==> config.mk <==
export PLATFORM = sky130hd
export DESIGN_NAME = sar_adc_conversion_control
export DESIGN_NICKNAME = d
export VERILOG_FILES = /design/src/common/adc_pkg.sv /design/src/design/sar_adc_conversion_control.sv
export SDC_FILE = /design/constraint.sdc
export NUM_CORES = 1
export LEC_CHECK = 0
export ABC_AREA = 1
export BUFFER_PORTS_ARGS = -buffer_cell sky130_fd_sc_hd__buf_2
export CAP_MARGIN = 0
export CORE_MARGIN = 1.5
export CORE_UTILIZATION = 30
export DETAILED_ROUTE_END_ITERATION = 10
export HOLD_SLACK_MARGIN = 0.05
export PLACE_DENSITY = 0.49
export SYNTH_ARGS = -nofsm -noshare
export SYNTH_HDL_FRONTEND = slang
export SYNTH_SLANG_ARGS = --single-unit
==> constraint.sdc <==
create_clock -name ref_clk -period 4.2 [get_ports ref_clk]
set_input_delay 1.05 -clock ref_clk [delete_from_list [all_inputs] [get_ports ref_clk]]
set_output_delay 1.05 -clock ref_clk [all_outputs]
set_load 0.01 [all_outputs]
==> src/common/adc_pkg.sv <==
// Constants, types and state layout of the conversion control block.
// Assumes one 125 MHz clock that also serves as the converter clock.
package adc_pkg;

  // ******************************
  // Register byte offsets
  // ******************************
  localparam logic [7:0] OFS_CTRL = 8'h00; // converter_control_status
  localparam logic [7:0] OFS_RESH = 8'h04; // conversion_result_high
  localparam logic [7:0] OFS_TRIG = 8'h08; // pwm_trigger_config
  localparam logic [7:0] OFS_DLY  = 8'h0C; // trigger_delay_value
  localparam logic [7:0] OFS_AUX  = 8'h10; // aux_control_two

  // ******************************
  // Field positions
  // ******************************
  localparam int CTRL_START = 3;
  localparam int CTRL_DONE  = 4;
  localparam int CTRL_HWEN  = 5;
  localparam int AUX_OPAMP  = 0;
  localparam int AUX_CH1    = 1;
  localparam int AUX_RC     = 2;

  // ******************************
  // Reset values and timing
  // ******************************
  localparam logic [7:0] CTRL_RST = 8'h00;
  localparam logic [3:0] TRIG_RST = 4'hC;  // Trigger off
  localparam logic [7:0] DLY_RST  = 8'h00;
  localparam logic [2:0] AUX_RST  = 3'h0;
  localparam logic [5:0] CONV_CYCLES = 6'h22; // 34 converter clocks
  localparam logic [5:0] LAST_CNT    = CONV_CYCLES - 6'h01;
  localparam logic [5:0] SAMPLE_CNT  = LAST_CNT - 6'h09; // 10 trials

  // ******************************
  // Types
  // ******************************
  typedef enum logic [1:0] {
    TRIG_RISE   = 2'b00,
    TRIG_FALL   = 2'b01,
    TRIG_CENTRE = 2'b10,
    TRIG_OFF    = 2'b11
  } trig_type_t;

  typedef enum logic {
    PH_IDLE = 1'b0,
    PH_CONV = 1'b1
  } phase_t;

  typedef struct packed {
    logic [2:0] chan_sel;
    logic       ch0_opamp;
    logic       ch1_vbr;
    logic       rc_clk_sel;
    logic       sample;
    logic [9:0] dac_code;
  } analog_t;

  typedef struct packed {
    logic [2:0] even;       // Channels 0, 2, 4
    logic       centre;     // Centre point pulse
    logic       centre_mode;
  } pwm_t;

  typedef struct packed {
    logic idle_request;
    logic powerdown_request;
  } pwr_t;

  typedef struct packed {
    phase_t      phase;
    logic [5:0]  cnt;
    logic [9:0]  sar;
    logic [9:0]  dac;
    logic [9:0]  res;
    logic        done;
    logic        start;
    logic        hw_en;
    logic [2:0]  chan;
    logic [3:0]  trig;
    logic [7:0]  dly;
    logic [7:0]  dcnt;
    logic        dpend;
    logic [2:0]  aux;
    logic        pin_s1;
    logic        pin_s2;
    logic        pin_s3;
    logic [2:0]  pwm_prev;
    logic        ack;
    logic [31:0] rdata;
    logic        wake;
  } state_t;

endpackage

==> src/design/sar_adc_conversion_control.sv <==
// Conversion sequencing, start logic and registers of a 10-bit SAR converter.
// Assumes the DAC and comparator outside, comparator output in this clock domain.
//
// The implementer's own choices: the Avalon-MM register port and the register addresses.
`timescale 1ns/1ps
`default_nettype none

module sar_adc_conversion_control
  import adc_pkg::*;
(
  // Clock and reset
  input  wire logic        ref_clk,
  input  wire logic        rst_n,
  // Avalon-MM slave
  input  wire logic [7:0]  address,
  input  wire logic        read,
  input  wire logic        write,
  input  wire logic [31:0] writedata,
  input  wire logic [3:0]  byteenable,
  output logic [31:0]      readdata,
  output logic             waitrequest,
  // Start sources
  input  wire logic        external_start_pin,
  input  wire pwm_t        pwm,
  // CPU power state
  input  wire pwr_t        power_control_reg,
  // Analog front end
  input  wire logic        comp_hi,
  output analog_t          analog,
  // Completion
  output logic             conv_irq,
  output logic             wake_cpu
);

  // ******************************
  // Decoders
  // ******************************

  // Trial code: result so far plus the bit under test
  function automatic logic [9:0] trial_code(input phase_t ph,
                                            input logic [5:0] cnt,
                                            input logic [9:0] sar);
    logic [5:0] idx;
    idx = LAST_CNT - cnt;
    if (ph == PH_CONV && cnt >= SAMPLE_CNT) begin
      trial_code = sar | (10'h001 << idx[3:0]);
    end else begin
      trial_code = sar;
    end
  endfunction

  // Register read mux
  function automatic logic [7:0] reg_read(input logic [7:0] a, input state_t s);
    unique case (a)
      OFS_CTRL: reg_read = {s.res[1:0], s.hw_en, s.done, s.start, s.chan};
      OFS_RESH: reg_read = s.res[9:2];
      OFS_TRIG: reg_read = {4'h0, s.trig};
      OFS_DLY:  reg_read = s.dly;
      OFS_AUX:  reg_read = {5'h00, s.aux};
      default:  reg_read = 8'h00;
    endcase
  endfunction

  state_t st_q;
  state_t st_d;

  logic       req;
  logic       wr_take;
  logic       pin_rise;
  logic [2:0] pwm_rise;
  logic [2:0] pwm_fall;
  logic [1:0] trig_ch;
  logic       trig_ev;

  // Bus handshake: one wait cycle, answer on the second
  assign req         = read | write;
  assign wr_take     = write & st_q.ack & byteenable[0];
  assign waitrequest = req & ~st_q.ack;
  assign readdata    = st_q.rdata;

  // Pin edge from second and third stages only
  assign pin_rise = st_q.pin_s2 & ~st_q.pin_s3;

  // Even channel edges and selection
  assign pwm_rise = pwm.even & ~st_q.pwm_prev;
  assign pwm_fall = ~pwm.even & st_q.pwm_prev;
  assign trig_ch  = st_q.trig[1:0];

  // Trigger event decode
  always_comb begin
    trig_ev = 1'b0;
    if (trig_ch != 2'b11) begin
      unique case (trig_type_t'(st_q.trig[3:2]))
        TRIG_RISE:   trig_ev = pwm_rise[trig_ch];
        TRIG_FALL:   trig_ev = pwm_fall[trig_ch];
        TRIG_CENTRE: trig_ev = pwm.centre & pwm.centre_mode;
        TRIG_OFF:    trig_ev = 1'b0;
      endcase
    end
  end

  // ******************************
  // Next state
  // ******************************
  always_comb begin
    logic start_req;
    start_req = 1'b0;
    st_d = st_q;
    st_d.pin_s1   = external_start_pin;
    st_d.pin_s2   = st_q.pin_s1;
    st_d.pin_s3   = st_q.pin_s2;
    st_d.pwm_prev = pwm.even;
    st_d.ack      = req & ~st_q.ack;
    st_d.wake     = 1'b0;

    // Register writes
    if (wr_take) begin
      unique case (address)
        OFS_CTRL: begin
          st_d.chan  = writedata[2:0];
          st_d.hw_en = writedata[CTRL_HWEN];
          if (writedata[CTRL_START] && st_q.phase == PH_IDLE) begin
            start_req = 1'b1;
          end
          if (!writedata[CTRL_DONE]) begin
            st_d.done = 1'b0;
          end
        end
        OFS_TRIG: st_d.trig = writedata[3:0];
        OFS_DLY:  st_d.dly  = writedata[7:0];
        OFS_AUX:  st_d.aux  = writedata[2:0];
        default:  ;
      endcase
    end

    // Pin start, also while the CPU idles
    if (pin_rise && st_q.hw_en) begin
      start_req = 1'b1;
    end

    // PWM trigger with programmed delay
    if (st_q.dpend) begin
      if (st_q.dcnt == 8'h00) begin
        st_d.dpend = 1'b0;
        start_req  = 1'b1;
      end else begin
        st_d.dcnt = st_q.dcnt - 8'h01;
      end
    end else if (trig_ev && st_q.hw_en) begin
      st_d.dpend = 1'b1;
      st_d.dcnt  = st_q.dly;
    end

    // Conversion sequence
    unique case (st_q.phase)
      PH_IDLE: begin
        if (start_req) begin
          st_d.phase = PH_CONV;
          st_d.cnt   = 6'h00;
          st_d.sar   = 10'h000;
          st_d.start = 1'b1;
        end
      end
      PH_CONV: begin
        // New starts fall through unused here
        if (st_q.cnt >= SAMPLE_CNT && comp_hi) begin
          st_d.sar = st_q.dac;
        end
        if (st_q.cnt == LAST_CNT) begin
          st_d.phase = PH_IDLE;
          st_d.done  = 1'b1;
          st_d.start = 1'b0;
          if (!st_q.done) begin
            st_d.res = st_d.sar;
          end
          st_d.wake = power_control_reg.idle_request
                    | power_control_reg.powerdown_request;
        end else begin
          st_d.cnt = st_q.cnt + 6'h01;
        end
      end
    endcase

    st_d.dac = trial_code(st_d.phase, st_d.cnt, st_d.sar);

    // Read data latched in the wait cycle
    if (req && !st_q.ack) begin
      st_d.rdata = {24'h000000, reg_read(address, st_q)};
    end
  end

  // ******************************
  // State register
  // ******************************
  always_ff @(posedge ref_clk) begin
    if (!rst_n) begin
      st_q       <= '0;
      st_q.phase <= PH_IDLE;
      st_q.chan  <= CTRL_RST[2:0];
      st_q.hw_en <= CTRL_RST[CTRL_HWEN];
      st_q.trig  <= TRIG_RST;
      st_q.dly   <= DLY_RST;
      st_q.aux   <= AUX_RST;
    end else begin
      st_q <= st_d;
    end
  end

  // ******************************
  // Outputs
  // ******************************

  // Analog control from state flops
  assign analog.chan_sel   = st_q.chan;
  assign analog.ch0_opamp  = st_q.aux[AUX_OPAMP];
  assign analog.ch1_vbr    = st_q.aux[AUX_CH1];
  assign analog.rc_clk_sel = st_q.aux[AUX_RC];
  assign analog.sample     = (st_q.phase == PH_CONV) && (st_q.cnt < SAMPLE_CNT);
  assign analog.dac_code   = st_q.dac;

  // Interrupt level and wake pulse
  assign conv_irq = st_q.done;
  assign wake_cpu = st_q.wake;
endmodule // sar_adc_conversion_control

`default_nettype wire

==> impl_metrics.env <==
export IMPL_hpwl_um=7800
export IMPL_netlist_area_mm2=0.00429
export IMPL_slew_limit_headroom_pct=47.4
export IMPL_slew_viol_final=0
export IMPL_area_growth_syn_to_layout_pct=11.4
export IMPL_timing_fmax_mhz=351
export IMPL_die_area_mm2=0.0150
export IMPL_multiInputGateArea_mm2=0.00204
export IMPL_input_output_buffers=57
export IMPL_wire_length_of_the_first_global_routing_pass_um=16600
export IMPL_top_level_ports=109
export IMPL_clkSinkCount=83
export IMPL_clock_path_buffers=2
export IMPL_grt_start_max_net_pins=49
export IMPL_drt_pass1_iter_count=4
export IMPL_row_count=43
export IMPL_ant_nets=0
export IMPL_drc_errors=0
export IMPL_track_usage_pct=14.4
export IMPL_route_final_wire_length_um=10500
export IMPL_post_route_period_util_pct=67.9
export IMPL_post_place_ws_ps=1330
export IMPL_placeableCoreArea_mm2=0.0139
export IMPL_fin_crit_ps=2850
export IMPL_critical_path_peak_fanout=10
export IMPL_fill_cells=1529
export IMPL_cts_htree_levels=3
export IMPL_number_of_buffers_added_for_setup_after_cts=0
export IMPL_area_sequential_mm2=0.00166
export IMPL_share_of_cells_above_drive_strength_1_pct=15.4
export IMPL_cts_hold_buf=0
export IMPL_drt_iter0_drc=171
export IMPL_setup_viol=0
export IMPL_post_cts_resized=0
export IMPL_clk_latency_ps=330
export IMPL_timing_critical_path_to_type="primary output"
export IMPL_overflow_left_after_global_routing=0
export IMPL_gp_congestion=0.785
export IMPL_clk_transition_reported_paths_ps=60
export IMPL_synth_top_cells_by_area="dfxtp_1 (39%), nand2_1 (11%), buf_4 (8.6%)"
export IMPL_post_drt_wl_per_cell_um=12.9
export IMPL_diodes=0
export IMPL_netlist_area_leader_share_pct=38.7
export IMPL_clock_tree_from_tritoncts="built"
export IMPL_postLayoutCellArea_mm2=0.00478
export IMPL_maxCapViolations=0
export IMPL_clockRootBuffer="clkbuf_16"
export IMPL_first_global_vias=3352
export IMPL_setup_tns_final_ps=0
export IMPL_postSynth_asyncResetShare_pct=0
export IMPL_dominantRegCellSynth="dfxtp_1"
export IMPL_chipHeight_um=123
export IMPL_vdd_drop_max_mv=0.170
export IMPL_floorplan_initialDensity_pct=30.8
export IMPL_final_hold_worst_slack_ps=415
export IMPL_crit_path_launch_type="input pin"
export IMPL_synth_most_common_cell="nand2_1"
export IMPL_worst_slew_pin_slew_ps=783
export IMPL_synthDistinctLibCells=44
export IMPL_cp_required_ps=3150
export IMPL_synth_avg_cell_area_um2=7.16
export IMPL_synth_edf_count=0
export IMPL_netlist_top_cells_count="nand2_1 (120), nor2_1 (88), dfxtp_1 (83), inv_1 (59), buf_4 (49)"
export IMPL_vias=3732
export IMPL_fp_dieW_um=123
export IMPL_static_leak_nw=2.34
export IMPL_power_per_cell_area_mw_per_mm2=358
export IMPL_outcome="completed"
export IMPL_fraction_of_the_yosys_area_taken_by_sequential_cells_pct=38.7
export IMPL_drt_vias_per_instance=4.61
export IMPL_tritoncts_num_buffers=9
export IMPL_final_hold_violation_count=0
export IMPL_number_of_warnings_printed_during_yosys_synthesis=0
export IMPL_crit_type="in2out"
export IMPL_synth_ff_latch_count=83
export IMPL_finish_net_count=687
export IMPL_synth_largest_area_cell="dfxtp_1"
export IMPL_placed_cell_area_mm2=0.00446
export IMPL_initial_antenna_violation_count=0
export IMPL_fin_worst_skew_ps=3.49
export IMPL_min_delay_path_class="reg2reg"
export IMPL_finalWorstSetupSlack_ps=1350
export IMPL_postSynthCellCount=599
export IMPL_rsz_0062_raised_after_global_routing="no"
export IMPL_worstPathArrival_ps=1800
==> layout by cell type (no fill, tap or decap), drive strengths merged, types with 4 or more instances in the layout <==
cell type | Yosys | layout
nand3 | 27 | 27
inv | 63 | 63
a22o | 5 | 5
nand2 | 126 | 126
clkbuf | 7 | 10
conb | 1 | 24
nor2 | 92 | 92
o211ai | 7 | 7
mux2i | 9 | 9
buf | 58 | 58
o22ai | 11 | 11
o21ai | 33 | 33
a21oi | 47 | 47
ha | 4 | 4
nor3 | 5 | 5
dfxtp | 83 | 83
==> report_power, final <==
group	total [mW]	switching (mW)	internal, mW
registers	0.795	0.00264	0.793
logic	0.0670	0.0474	0.0195
clock network	0.846	0.315	0.531
total	1.71	0.365	1.34
==> final timing paths <==
path | from | end | slack [ps] | depth (start not counted)
worst max-delay path | write | waitrequest | 1350 | 4
worst min-delay path | st_d[38] | st_d[37] | 420 | 2
worst max register to register | st_q[106] | st_q[71] | 2090 | 7
worst min register to register | st_d[38] | st_d[37] | 420 | 2
==> critical path, cell delays in order <==
cell,delay [ps]
buf_2,80
nor2_1,40
nor2_1,400
buf_2,230
==> layer usage <==
metal | share of wire (%) | track usage, % | up-vias
li1 | - | - | 1923
met2 | 44 | 22.1 | 92
met3 | 3.5 | 1.53 | 12
met1 | 51 | 20.2 | 1705
met4 | 1.9 | 7.12 | 0
met5 | 0 | 0 | -
==> cell type report <==
type                    count  share of cell area, %
inverters                  64                   5.03
repair buffers             58                   6.13
well taps                 180                   4.71
clock buffers              10                   5.00
flip-flops and latches     83                   34.8
multi-input cells         410                   42.7
clock inverters             5                   1.62
==> per-stage QoR <==
stage / total power [mW] / util (%) / instances
after floorplan: 0.871 / - / 622
after global placement: 0.880 / 32.0 / 795
after detailed placement: 0.881 / 32.0 / 795
after CTS: 1.73 / 34.3 / 810
after global routing: 1.77 / 34.3 / 810
final: 1.71 / 34.3 / 810
==> sequential cells by signal, summed over array words and instances (netlist names) <==
register  flops
st_q         55
analog       16
readdata      8
st_d          2
conv_irq      1
wake_cpu      1
==> kinds of logic (layout without fill, tap and decap cells) <==
family | after synthesis | in the layout | synth area share, %
AND/OR/NAND/NOR | 265 | 265 | 27.7
AO/OA/AOI/OAI | 107 | 107 | 14.3
multiplexers | 9 | 9 | 2.10
other | 1 | 24 | 0.0874
flip-flops | 83 | 83 | 38.7
buffers and inverters | 129 | 137 | 15.7
adder cells (fa/ha/maj) | 4 | 4 | 1.17
XOR/XNOR | 1 | 1 | 0.204
Note: power is estimated with default switching activity, not from simulation.
